$ cat config.mk
export PLATFORM = sky130hd
export DESIGN_NAME = eeprom_write_protect
export DESIGN_NICKNAME = d
export VERILOG_FILES = /design/src/hw/eeprom_protect_pkg.sv /design/src/hw/eeprom_write_protect.sv /design/src/hw/pin_sync.sv
export SDC_FILE = /design/constraint.sdc
export NUM_CORES = 1
export LEC_CHECK = 0
export BUFFER_PORTS_ARGS = -buffer_cell sky130_fd_sc_hd__buf_2
export CORE_UTILIZATION = 45
export DETAILED_ROUTE_END_ITERATION = 12
export MAX_ROUTING_LAYER = met4
export SYNTH_ARGS = -nofsm -noshare
export SYNTH_HDL_FRONTEND = slang
export SYNTH_SLANG_ARGS = --single-unit
$ cat constraint.sdc
create_clock -name ref_clk_i -period 2.22 [get_ports ref_clk_i]
set_input_delay 0.111 -clock ref_clk_i [delete_from_list [all_inputs] [get_ports ref_clk_i]]
set_output_delay 0.111 -clock ref_clk_i [all_outputs]
set_load 0.01 [all_outputs]
$ cat src/hw/eeprom_protect_pkg.sv
// Constants shared by the serial EEPROM protection logic
package eeprom_protect_pkg;
    // Instruction codes
    localparam logic [7:0] CMD_READ = 8'h03;
    localparam logic [7:0] CMD_WRITE = 8'h02;
    localparam logic [7:0] CMD_LATCH_SET = 8'h06;
    localparam logic [7:0] CMD_LATCH_CLR = 8'h04;
    localparam logic [7:0] CMD_STATUS_READ = 8'h05;
    localparam logic [7:0] CMD_STATUS_WRITE = 8'h01;
    // Status register bit positions
    localparam int SR_PIN_PROTECT_ENABLE = 7;
    localparam int SR_BLOCK_PROTECT_HI = 3;
    localparam int SR_BLOCK_PROTECT_LO = 2;
    localparam int SR_WRITE_LATCH = 1;
    localparam int SR_WRITE_BUSY = 0;
    // Protection boundaries
    localparam logic [12:0] ADDR_QUARTER = 13'h1800;
    localparam logic [12:0] ADDR_HALF = 13'h1000;
    // Non-volatile bit values after reset (stand-in for stored values)
    localparam logic NV_PPE_RESET = 1'b0;
    localparam logic [1:0] NV_BP_RESET = 2'h0;
    // Frame lengths in link clock edges
    localparam logic [5:0] BITS_CMD = 6'h08;
    localparam logic [5:0] BITS_STATUS_WR = 6'h10;
    localparam logic [5:0] BITS_HDR = 6'h18;
    // Write cycle time
    localparam int WRITE_TIME_US = 5000;
    localparam int CLK_MHZ = 100;
    localparam int WRITE_CYCLES = WRITE_TIME_US * CLK_MHZ;
endpackage

$ cat src/hw/eeprom_write_protect.sv
// Write protection, write latch and write-cycle start for the serial EEPROM
`timescale 1ns/100ps
// Operation
// - Block-protect 00 protects nothing, 11 protects 0000h to 1FFFh.
// - Block-protect 01 refuses writes to 1800h through 1FFFh.
// - Block-protect 10 refuses writes to 1000h through 1FFFh.
// - Non-volatile pin-protect-enable bit gates the write-protect pin.
// - Hardware protection active only with pin low and enable bit one.
// - Hardware protection off when pin high or enable bit zero.
// - Hardware protection blocks only non-volatile status bit updates.
// - Write latch clears at power-up.
// - Latch clears after byte, page or status write completes.
// - Write cycle starts only on a correctly timed deselect.
// - Array accesses during a write cycle are ignored.
// - After power-up the device idles deselected.
// - Data output is high impedance at power-up.
// - Device activates only after a chip-select falling edge.
// - Status write updates the block-protect bits.
// - Status layout: enable bit7, protect bits 3:2, latch bit1, busy bit0.
// - Busy flag reads one during a write cycle, else zero.
module eeprom_write_protect
#(
    parameter int WRITE_CYCLES = eeprom_protect_pkg::WRITE_CYCLES
)
(
    input wire logic ref_clk_i,
    input wire logic resetn_i,
    input wire logic sck_i,
    input wire logic cs_n_i,
    input wire logic si_i,
    input wire logic wp_n_i,
    output logic so_o,
    output logic so_oe_n_o,
    output logic [7:0] status_o,
    output logic hw_protect_o,
    output logic write_start_o,
    output logic [12:0] write_addr_o,
    output logic array_read_o
);
    typedef enum logic [1:0] {ST_IDLE = 2'b00, ST_ACTIVE = 2'b01, ST_WAIT = 2'b11} frame_state_t;

    logic [2:0] init_q;
    logic sck_lvl;
    logic sck_rise;
    logic sck_fall;
    logic cs_lvl;
    logic cs_rise;
    logic cs_fall;
    logic si_lvl;
    logic wp_lvl;
    logic wp_meta_q;
    logic wp_sync_q;
    logic si_meta_q;
    logic si_sync_q;

    frame_state_t state_q, state_d;
    logic [5:0] bits_q, bits_d;
    logic [7:0] cmd_q, cmd_d;
    logic [23:0] shift_q, shift_d;
    logic [12:0] addr_q, addr_d;
    logic [7:0] sr_data_q, sr_data_d;
    logic latch_q, latch_d;
    logic ppe_q, ppe_d;
    logic [1:0] bp_q, bp_d;
    logic busy_q, busy_d;
    logic [31:0] cnt_q, cnt_d;
    logic start_q, start_d;
    logic [12:0] waddr_q, waddr_d;
    logic so_q, so_d;
    logic oe_n_q, oe_n_d;
    logic rd_q, rd_d;
    logic [7:0] out_q, out_d;

    // Quarter-block decode, used for both address checks
    function automatic logic addr_protected(input logic [1:0] bp, input logic [12:0] a);
        case (bp)
            2'h0: addr_protected = 1'b0;
            2'h1: addr_protected = (a >= eeprom_protect_pkg::ADDR_QUARTER);
            2'h2: addr_protected = (a >= eeprom_protect_pkg::ADDR_HALF);
            default: addr_protected = 1'b1;
        endcase
    endfunction

    // ------------------------------------------------------------
    // Pin synchronisers
    // ------------------------------------------------------------
    // Edges stay masked until sync_q and prev_q both hold real pin samples,
    // so a pin that idles opposite to the reset level gives no false edge
    always_ff @(posedge ref_clk_i or negedge resetn_i)
    begin
        if (!resetn_i)
        begin
            init_q <= 3'h7;
            wp_meta_q <= 1'b1;
            wp_sync_q <= 1'b1;
            si_meta_q <= 1'b0;
            si_sync_q <= 1'b0;
        end
        else
        begin
            init_q <= {init_q[1:0], 1'b0};
            wp_meta_q <= wp_n_i;
            wp_sync_q <= wp_meta_q;
            si_meta_q <= si_i;
            si_sync_q <= si_meta_q;
        end
    end
    assign wp_lvl = wp_sync_q;
    assign si_lvl = si_sync_q;

    pin_sync u_sck_sync (.ref_clk_i(ref_clk_i), .resetn_i(resetn_i), .pin_i(sck_i), .init_i(init_q[2]),
        .level_o(sck_lvl), .rise_o(sck_rise), .fall_o(sck_fall));
    pin_sync u_cs_sync (.ref_clk_i(ref_clk_i), .resetn_i(resetn_i), .pin_i(cs_n_i), .init_i(init_q[2]),
        .level_o(cs_lvl), .rise_o(cs_rise), .fall_o(cs_fall));

    // Hardware protection is a plain AND of pin-low and enable bit
    assign hw_protect_o = ppe_q & ~wp_lvl;

    // ------------------------------------------------------------
    // Frame decode and write control, next state
    // ------------------------------------------------------------
    always_comb
    begin
        state_d = state_q;
        bits_d = bits_q;
        cmd_d = cmd_q;
        shift_d = shift_q;
        addr_d = addr_q;
        sr_data_d = sr_data_q;
        latch_d = latch_q;
        ppe_d = ppe_q;
        bp_d = bp_q;
        busy_d = busy_q;
        cnt_d = cnt_q;
        start_d = 1'b0;
        waddr_d = waddr_q;
        so_d = so_q;
        oe_n_d = oe_n_q;
        rd_d = 1'b0;
        out_d = out_q;
        // Self-timed write cycle; busy drops when the count runs out
        if (busy_q)
        begin
            if (cnt_q == 32'h0000_0001)
            begin
                busy_d = 1'b0;
                latch_d = 1'b0;
            end
            cnt_d = cnt_q - 32'h0000_0001;
        end
        case (state_q)
            ST_IDLE:
            begin
                oe_n_d = 1'b1;
                if (cs_fall)
                begin
                    state_d = ST_ACTIVE;
                    bits_d = 6'h00;
                    cmd_d = 8'h00; // No command carried over from the last frame
                end
            end
            ST_ACTIVE:
            begin
                if (cs_rise)
                begin
                    state_d = ST_IDLE;
                    oe_n_d = 1'b1;
                    // Deselect exactly on a byte boundary of the right command
                    if (cmd_q == eeprom_protect_pkg::CMD_LATCH_SET && bits_q == eeprom_protect_pkg::BITS_CMD)
                        latch_d = 1'b1;
                    else if (cmd_q == eeprom_protect_pkg::CMD_LATCH_CLR && bits_q == eeprom_protect_pkg::BITS_CMD)
                        latch_d = 1'b0;
                    else if (cmd_q == eeprom_protect_pkg::CMD_STATUS_WRITE
                             && bits_q == eeprom_protect_pkg::BITS_STATUS_WR && latch_q && !busy_q)
                    begin
                        if (!hw_protect_o)
                        begin
                            ppe_d = sr_data_q[eeprom_protect_pkg::SR_PIN_PROTECT_ENABLE];
                            bp_d = sr_data_q[eeprom_protect_pkg::SR_BLOCK_PROTECT_HI:
                                             eeprom_protect_pkg::SR_BLOCK_PROTECT_LO];
                            busy_d = 1'b1;
                            cnt_d = 32'(WRITE_CYCLES);
                            start_d = 1'b1;
                        end
                        else
                            latch_d = 1'b0; // Refused update still ends the enable
                    end
                    else if (cmd_q == eeprom_protect_pkg::CMD_WRITE && bits_q > eeprom_protect_pkg::BITS_HDR
                             && bits_q[2:0] == 3'h0 && latch_q && !busy_q)
                    begin
                        if (!addr_protected(bp_q, addr_q))
                        begin
                            busy_d = 1'b1;
                            cnt_d = 32'(WRITE_CYCLES);
                            start_d = 1'b1;
                            waddr_d = addr_q;
                        end
                    end
                end
                else if (sck_rise)
                begin
                    // Count wraps from 3Fh back to 38h so long page writes keep byte parity
                    bits_d = (bits_q == 6'h3f) ? 6'h38 : bits_q + 6'h01;
                    shift_d = {shift_q[22:0], si_lvl};
                    if (bits_q == 6'h07)
                        cmd_d = {shift_q[6:0], si_lvl};
                    if (bits_q == 6'h0f)
                        sr_data_d = {shift_q[6:0], si_lvl};
                    if (bits_q == 6'h17)
                    begin
                        addr_d = {shift_q[11:0], si_lvl};
                        // Reads during a write cycle are ignored
                        rd_d = (cmd_q == eeprom_protect_pkg::CMD_READ) && !busy_q;
                    end
                    if (bits_q == 6'h07 && {shift_q[6:0], si_lvl} == eeprom_protect_pkg::CMD_STATUS_READ)
                        out_d = status_o;
                end
                else if (sck_fall && cmd_q == eeprom_protect_pkg::CMD_STATUS_READ && bits_q >= 6'h08)
                begin
                    so_d = out_q[7];
                    out_d = {out_q[6:0], out_q[7]};
                    oe_n_d = 1'b0;
                end
            end
            default:
                state_d = ST_IDLE;
        endcase
    end

    // ------------------------------------------------------------
    // Registers
    // ------------------------------------------------------------
    // Reset stands for power-up: latch cleared, output floating
    always_ff @(posedge ref_clk_i or negedge resetn_i)
    begin
        if (!resetn_i)
        begin
            state_q <= ST_IDLE;
            bits_q <= 6'h00;
            cmd_q <= 8'h00;
            shift_q <= 24'h00_0000;
            addr_q <= 13'h0000;
            sr_data_q <= 8'h00;
            latch_q <= 1'b0;
            ppe_q <= eeprom_protect_pkg::NV_PPE_RESET;
            bp_q <= eeprom_protect_pkg::NV_BP_RESET;
            busy_q <= 1'b0;
            cnt_q <= 32'h0000_0000;
            start_q <= 1'b0;
            waddr_q <= 13'h0000;
            so_q <= 1'b0;
            oe_n_q <= 1'b1;
            rd_q <= 1'b0;
            out_q <= 8'h00;
        end
        else
        begin
            state_q <= state_d;
            bits_q <= bits_d;
            cmd_q <= cmd_d;
            shift_q <= shift_d;
            addr_q <= addr_d;
            sr_data_q <= sr_data_d;
            latch_q <= latch_d;
            ppe_q <= ppe_d;
            bp_q <= bp_d;
            busy_q <= busy_d;
            cnt_q <= cnt_d;
            start_q <= start_d;
            waddr_q <= waddr_d;
            so_q <= so_d;
            oe_n_q <= oe_n_d;
            rd_q <= rd_d;
            out_q <= out_d;
        end
    end

    // Status image and outputs
    assign status_o = {ppe_q, 3'h0, bp_q, latch_q, busy_q};
    assign so_o = so_q;
    assign so_oe_n_o = oe_n_q;
    assign write_start_o = start_q;
    assign write_addr_o = waddr_q;
    assign array_read_o = rd_q;
endmodule

$ cat src/hw/pin_sync.sv
// Two-flop synchroniser with edge detection on the synchronised level
`timescale 1ns/100ps
module pin_sync
(
    input wire logic ref_clk_i,
    input wire logic resetn_i,
    input wire logic pin_i,
    input wire logic init_i,
    output logic level_o,
    output logic rise_o,
    output logic fall_o
);
    logic meta_q;
    logic sync_q;
    logic prev_q;

    // ------------------------------------------------------------
    // Synchroniser chain
    // ------------------------------------------------------------
    // Only sync_q looks at meta_q
    always_ff @(posedge ref_clk_i or negedge resetn_i)
    begin
        if (!resetn_i)
        begin
            meta_q <= 1'b1;
            sync_q <= 1'b1;
            prev_q <= 1'b1;
        end
        else
        begin
            meta_q <= pin_i;
            sync_q <= meta_q;
            prev_q <= sync_q;
        end
    end

    // Edges from the synchronised copies only
    assign level_o = sync_q;
    assign rise_o = sync_q & ~prev_q & ~init_i;
    assign fall_o = ~sync_q & prev_q & ~init_i;
endmodule

Word level (Yosys, flattened, before mapping)
Index checks and enable logic that the tools add are counted.
- register bits: 124
- latch bits: 0
- RAM bits: 0
- bits in read-only memories: 0
- input port bits: 6
- output and inout bits: 26
- logic and storage cells: 177
- memories kept: 0
- add/subtract/negate cells: 2
- multiply operators: 0
- divide/modulo/power cells: 0
- $lt $le $gt $ge: 4
- equality and inequality tests: 25
- shift-type cells: 0
- multiplexer cells: 66
- bitwise operators: 22
- reduce and logical (&&, ||, !) cells: 30
- operators with widths (operator ; count):
    $mux W32 ; 9
    $mux W8 ; 7
    $mux W1 ; 39
    $eq A32 B1 Y1 const B ; 1
    $eq A8 B3 Y1 const B ; 4
    $sub A32 B1 Y32 const B ; 1
    $ge A13 B13 Y1 const B ; 2
    $mux W6 ; 4
    $reduce_and A4 Y1 ; 5
    $eq A8 B2 Y1 const B ; 2
    $pmux W8 S2 ; 1
    $logic_and A1 B1 Y1 ; 13
    $not A1 Y1 ; 13
    $eq A6 B4 Y1 const B ; 2
    $eq A6 B5 Y1 const B ; 2
    $pmux W6 S2 ; 1
    $ne A2 B2 Y1 const B ; 5
    $and A1 B1 Y1 ; 9
    $eq A8 B1 Y1 const B ; 1
    $reduce_and A7 Y1 ; 1
    $add A6 B1 Y6 const B ; 1
    $eq A6 B3 Y1 const B ; 1
    $eq A6 B6 Y1 const B ; 1
    $ge A6 B4 Y1 const B ; 1
    17 further kinds ; 23

Longest topological paths before layout
- word-level depth: 18
- mapped depth: 8
- mapped depth without buffers: 7

Modules after synthesis
A second synthesis with hierarchy kept.
- cells, all modules: 460
- area total of the unflattened synthesis: 5216.3 µm²
- modules (own cells, without submodules) (module ; times used ; cells an instance ; area each (µm²)):
    eeprom_write_protect ; 1 ; 450 ; 5028.6
    pin_sync ; 2 ; 5 ; 93.8

Least setup slack after synthesis
Ideal clock, no wire load.
- kind: reg2reg
- start point: reg u_sck_sync.sync_q, in the netlist u_sck_sync.level_o
- end point: reg out_q[0]
- arrival: 1.955 ns
- path slack: 0.138 ns
- cell stages (with the launch flop): 7
- period minus slack after synthesis: 2.082 ns
- cell sequence: dfstp_2 -> nor2b_1 -> and3_1 -> clkbuf_1 -> nand3_1 -> o21ai_2 -> mux2_1
- word-level cells in the longest chain between the ends: 7
- elaborated cells on any way between the ends: 11
- classes of those cells: eq/ne: 1; mux: 1; bitwise: 5; reduce/logical: 4
- RTL lines (element ; line ; RTL):
    start: declaration ; pin_sync.sv:14 ; logic sync_q;
    start signal: assignment ; pin_sync.sv:32 ; sync_q <= meta_q;
    $not A1 Y1 ; pin_sync.sv:40 ; assign fall_o = ~sync_q & prev_q & ~init_i;
    $and A1 B1 Y1 (2 in a row) ; pin_sync.sv:40 ;
    $logic_and A1 B1 Y1 (2 in a row) ; eeprom_write_protect.sv:218 ; else if (sck_fall && cmd_q == eeprom_protect_pkg::CMD_STATUS_READ && bits_q >= 6'h08)
    $reduce_bool A2 Y1 (no source line) ; n/a ;
    $reduce_and A4 Y1 (no source line) ; n/a ;
    end signal: assignment ; eeprom_write_protect.sv:274 ; out_q <= out_d;
    end: declaration ; eeprom_write_protect.sv:72 ; logic [7:0] out_q, out_d;
Several ways; a longest one is shown, not always the timed one.
A chain may end at the register's enable or synchronous reset.

Final worst setup path
- start point: reg cnt_q[12]
- end point: reg cnt_q[28]
- word-level cells in the longest chain between the ends: 9
- elaborated cells on any way between the ends: 10
- classes of those cells: add/sub: 1; mux: 9
- RTL lines (element ; line ; RTL):
    start: declaration ; eeprom_write_protect.sv:66 ; logic [31:0] cnt_q, cnt_d;
    start signal: assignment ; eeprom_write_protect.sv:268 ; cnt_q <= cnt_d;
    $sub A32 B1 Y32 * ; eeprom_write_protect.sv:149 ; cnt_d = cnt_q - 32'h0000_0001;
    $mux W32 * ; eeprom_write_protect.sv:142 ; if (busy_q)
    $mux W32 ; eeprom_write_protect.sv:191 ; if (!addr_protected(bp_q, addr_q))
    $mux W32 ; eeprom_write_protect.sv:188 ; else if (cmd_q == eeprom_protect_pkg::CMD_WRITE && bits_q > eeprom_protect_pkg::BITS_HDR
    $mux W32 ; eeprom_write_protect.sv:173 ; else if (cmd_q == eeprom_protect_pkg::CMD_STATUS_WRITE
    $mux W32 ; eeprom_write_protect.sv:171 ; else if (cmd_q == eeprom_protect_pkg::CMD_LATCH_CLR && bits_q == eeprom_protect_pkg::BITS_CMD)
    $mux W32 ; eeprom_write_protect.sv:169 ; if (cmd_q == eeprom_protect_pkg::CMD_LATCH_SET && bits_q == eeprom_protect_pkg::BITS_CMD)
    $mux W32 ; eeprom_write_protect.sv:164 ; if (cs_rise)
    $mux W32 * ; eeprom_write_protect.sv:151 ; case (state_q)
    via cnt_d[28] ; eeprom_write_protect.sv:66 ;
Mark *: on every way through the listed nets, which the timed path passes. The rest lies on a longest branch.

==> results by group <==
Worst setup path
  • Setup crit end kind: flip-flop
  • Critical Path Start Type: flip-flop
  • CP Cell Sequence: or4_1 -> nor3_4 -> nand3_2 -> or4_1 -> a21oi_1
  • CP arrival: 2.41 ns
  • Critical setup path kind: reg2reg
  • Most frequent CP cell: or4_1
  • CP max-delay cell: or4_1
  • Crit path largest cell delay: 0.62 ns
  • WP data required: 2.54 ns
  • CP max FO: 7

STA
  • Unrepaired setup endpoints after global routing: yes
  • Final worst path period need: approximately 2.1 ns
  • # setup viols final: 0
  • Final Hold Fails: 0
  • Crit share post-route: a little over nine tenths
  • Worst hold slack: 0.260 ns
  • Layout Skew: between 0.008 and 0.009 ns
  • Final setup margin: about 0.14 ns
  • Worst slew pin tran: between 0.5 and 0.6 ns
  • Slew margin rel.: 60.8%
  • Fmax: ~0.48 GHz
  • Max Slew Vio Count: 0

Synth
  • Cells after Synth: 478
  • Seq/Total Area, Yosys: a little under three fifths
  • Post-synth EDFFs: 0
  • Post-synth top area cell: dfrtp_1
  • Post-Synth Adder-Cell Area: 0.930%
  • Main area contributors after synthesis: dfrtp_1 (49%), mux2_1 (7.7%), dfstp_2 (5.9%)
  • #FFs+latches synth: 118
  • Yosys top cell area share: 49.3%
  • Warnings, synthesis: 0
  • Yosys cell types: 57
  • Xor/xnor share of the synthesized area: between 4 and 5%
  • Main combinational cell family by area after synthesis: simple AND/OR/NAND/NOR gates
  • Avg Inst Size Synth: 11.3 µm²
  • FFs w/ async S/R, synth: 100%
  • Ys flop type: dfrtp_1
  • Compound-Gate Fraction of Synth Area: 3.93%
  • Mux share of post-synthesis cell area: 11.6%
  • Simple-gate share of the synthesized area: 20.4%
  • Synth Cell Area: 0.00538 mm²

Job
  • Maxcap violations: 0

Clocking
  • Clk slew on worst S/H paths: 0.05 ns
  • Root Buffer: clkbuf_16
  • Post-CTS setup buffer count: 0
  • Clock Sinks: 118
  • Worst skew pair latency: 0.40 ns
  • Htree depth: 4
  • CTS tree: done
  • CTS buffer count: 17
  • CTS max path bufs: 2

Power and ir drop
  • Int Power: 4420 µW
  • Clock group share of total power: about half
  • P_sw: 1230 µW
  • Peak supply drop: 651 µV
  • Combinational fraction of design power: 6.6%
  • Pleak: roughly 0.0033 µW
  • Pwr Total: approximately 5600 µW
  • Power Density: 870 mW/mm²
  • Switching Share: 21.8%
  • Sequential group share of total power: 41.8%

Floorplanning
  • Row count: 39
  • Starting density of the core: 46.8%
  • Chip height: 111 µm
  • Die area: 0.0124 mm²
  • # IOs: 32
  • Core area: around 0.012 mm²
  • Die width: ~110 µm

Routing
  • # DRC: 6
  • Final wirelength: 10,600 µm
  • Routed WL per cell: 15.3 µm
  • ANT nets after route: 0
  • Detailed Routing Iterations Pass 1: 9
  • Initial DRC Count: approximately 250
  • Vias/cell: between 5 and 6
  • DR vias: roughly 3,600

Cells and area
  • Commonest non-fill, non-tap cell in the layout: dfrtp_1
  • Commonest non-fill, non-tap cells in the layout: dfrtp_1 (105), nand2_1 (59), nor2_1 (41), mux2_1 (37), buf_2 (27)
  • Filler-free cell count of the finished design: about 700
  • # nets final: 544
  • Share of post-route cells with drive strength above 1: 21.6%
  • Area Overhead vs Synth: 20.6%
  • # fillers: 985
  • Number of diodes: 0

Placement
  • GP Congestion: ~0.84
  • HPWL Detailed: slightly above 7000 µm
  • Inst Count DP: around 650
  • Pre-CTS setup slack: 0.122 ns
  • Number of buffers added on ports: 28

Global routing
  • Antenna violations before repair: 0
  • Global-route wire length before repair: 18,700 µm
  • Number of global-route vias before repair: 3,717
  • Total track usage: 19.9%
  • Largest net degree at the start of global routing: 48
  • Total grt overflow: 0

Min path
  • Worst min-delay path category: in2async

Run status
  • Status: finished, violations left
  • Failing checks: design-rule violations
==> final cells by class <==
class,instances,area [µm²],area share [%]
tap,143,179,2.76
multi-input combinational,324,2250,34.6
sequential,118,2970,45.7
clock buffer,22,454,7.00
timing repair buffer,59,413,6.36
clock inverter,10,179,2.76
inverter,14,52.6,0.809
==> power groups by stage <==
stage	Sequential, µW	Combinational, µW	Clock [µW]
after floorplan	2350	229	0
after global placement	2390	352	0
after detailed placement	2400	359	0
after CTS	2360	374	2980
after global routing	2380	426	3090
final	2360	374	2910
==> kinds of logic (layout without fill, tap and decap cells) <==
group	count (synthesis)	after routing
AO/OA/AOI/OAI	33	33
flip-flops	118	118
AND/OR/NAND/NOR	203	203
buffers and inverters	39	105
other	1	4
adder cells (fa/ha/maj)	4	4
XOR/XNOR	27	27
multiplexers	53	53
==> Yosys cell counts, drive strengths merged, types with 9 or more instances <==
master / count
buf: 17
dfrtp: 106
dfstp: 12
inv: 13
mux2: 46
nand2: 59
nand2b: 12
nand3: 15
nand4: 9
nor2: 41
nor2b: 10
nor3: 11
o21ai: 11
or3: 9
xnor2: 9
xor2: 18
==> worst paths after layout <==
kind / startpoint / end / slack [ns] / cells past startpoint
worst max-delay path: cnt_q[12] / cnt_q[28] / 0.14 / 5
worst min-delay path: resetn_i / state_q[0] / 0.26 / 2
worst max register to register: cnt_q[12] / cnt_q[28] / 0.14 / 5
worst min register to register: init_q[0] / init_q[1] / 0.35 / 0
max in group asynchronous: resetn_i / wp_meta_q / 1.21 / 3
min in group ref_clk_i: init_q[0] / init_q[1] / 0.35 / 0
==> worst max-delay path, delay by kind of cell (launching register included) <==
family | cells | cell delay (ns)
compound gates | 1 | 0.15
flops | 1 | 0.39
simple gates | 4 | 1.47
==> state kept, by name, indices dropped and copies added (netlist names), 2 cells and up <==
signal and cells:
shift_q 12, bp_q 2, cmd_q 8, out_q 8
cnt_q 32, bits_q 6, write_addr_o 13, addr_q 13
sr_data_q 3, init_q 3
==> per-stage QoR <==
step,area [µm²],TNS [ns],util (%)
after floorplan,5400,0,-
after CTS,6480,0,56.2
after detailed placement,5790,0,50.3
final,6490,0,56.4
after global routing,6490,-0.00607,56.4
after global placement,5790,0,50.3
==> routing by layer <==
layer	GRT usage [%]	routed length (µm)
met1	25.0	4850
met2	30.9	5280
met3	5.06	299
met4	7.75	137
met5	-	0
==> repair_timing <==
| item | CTS | global route |
|---|---|---|
| hold buffers | 5 | 0 |
| endpoints found under the setup margin | 0 | 41 |
| endpoints found under the hold margin | 39 | 0 |
| gates resized for setup | 0 | 4 |
Note: power is estimated with default switching activity, not from simulation.
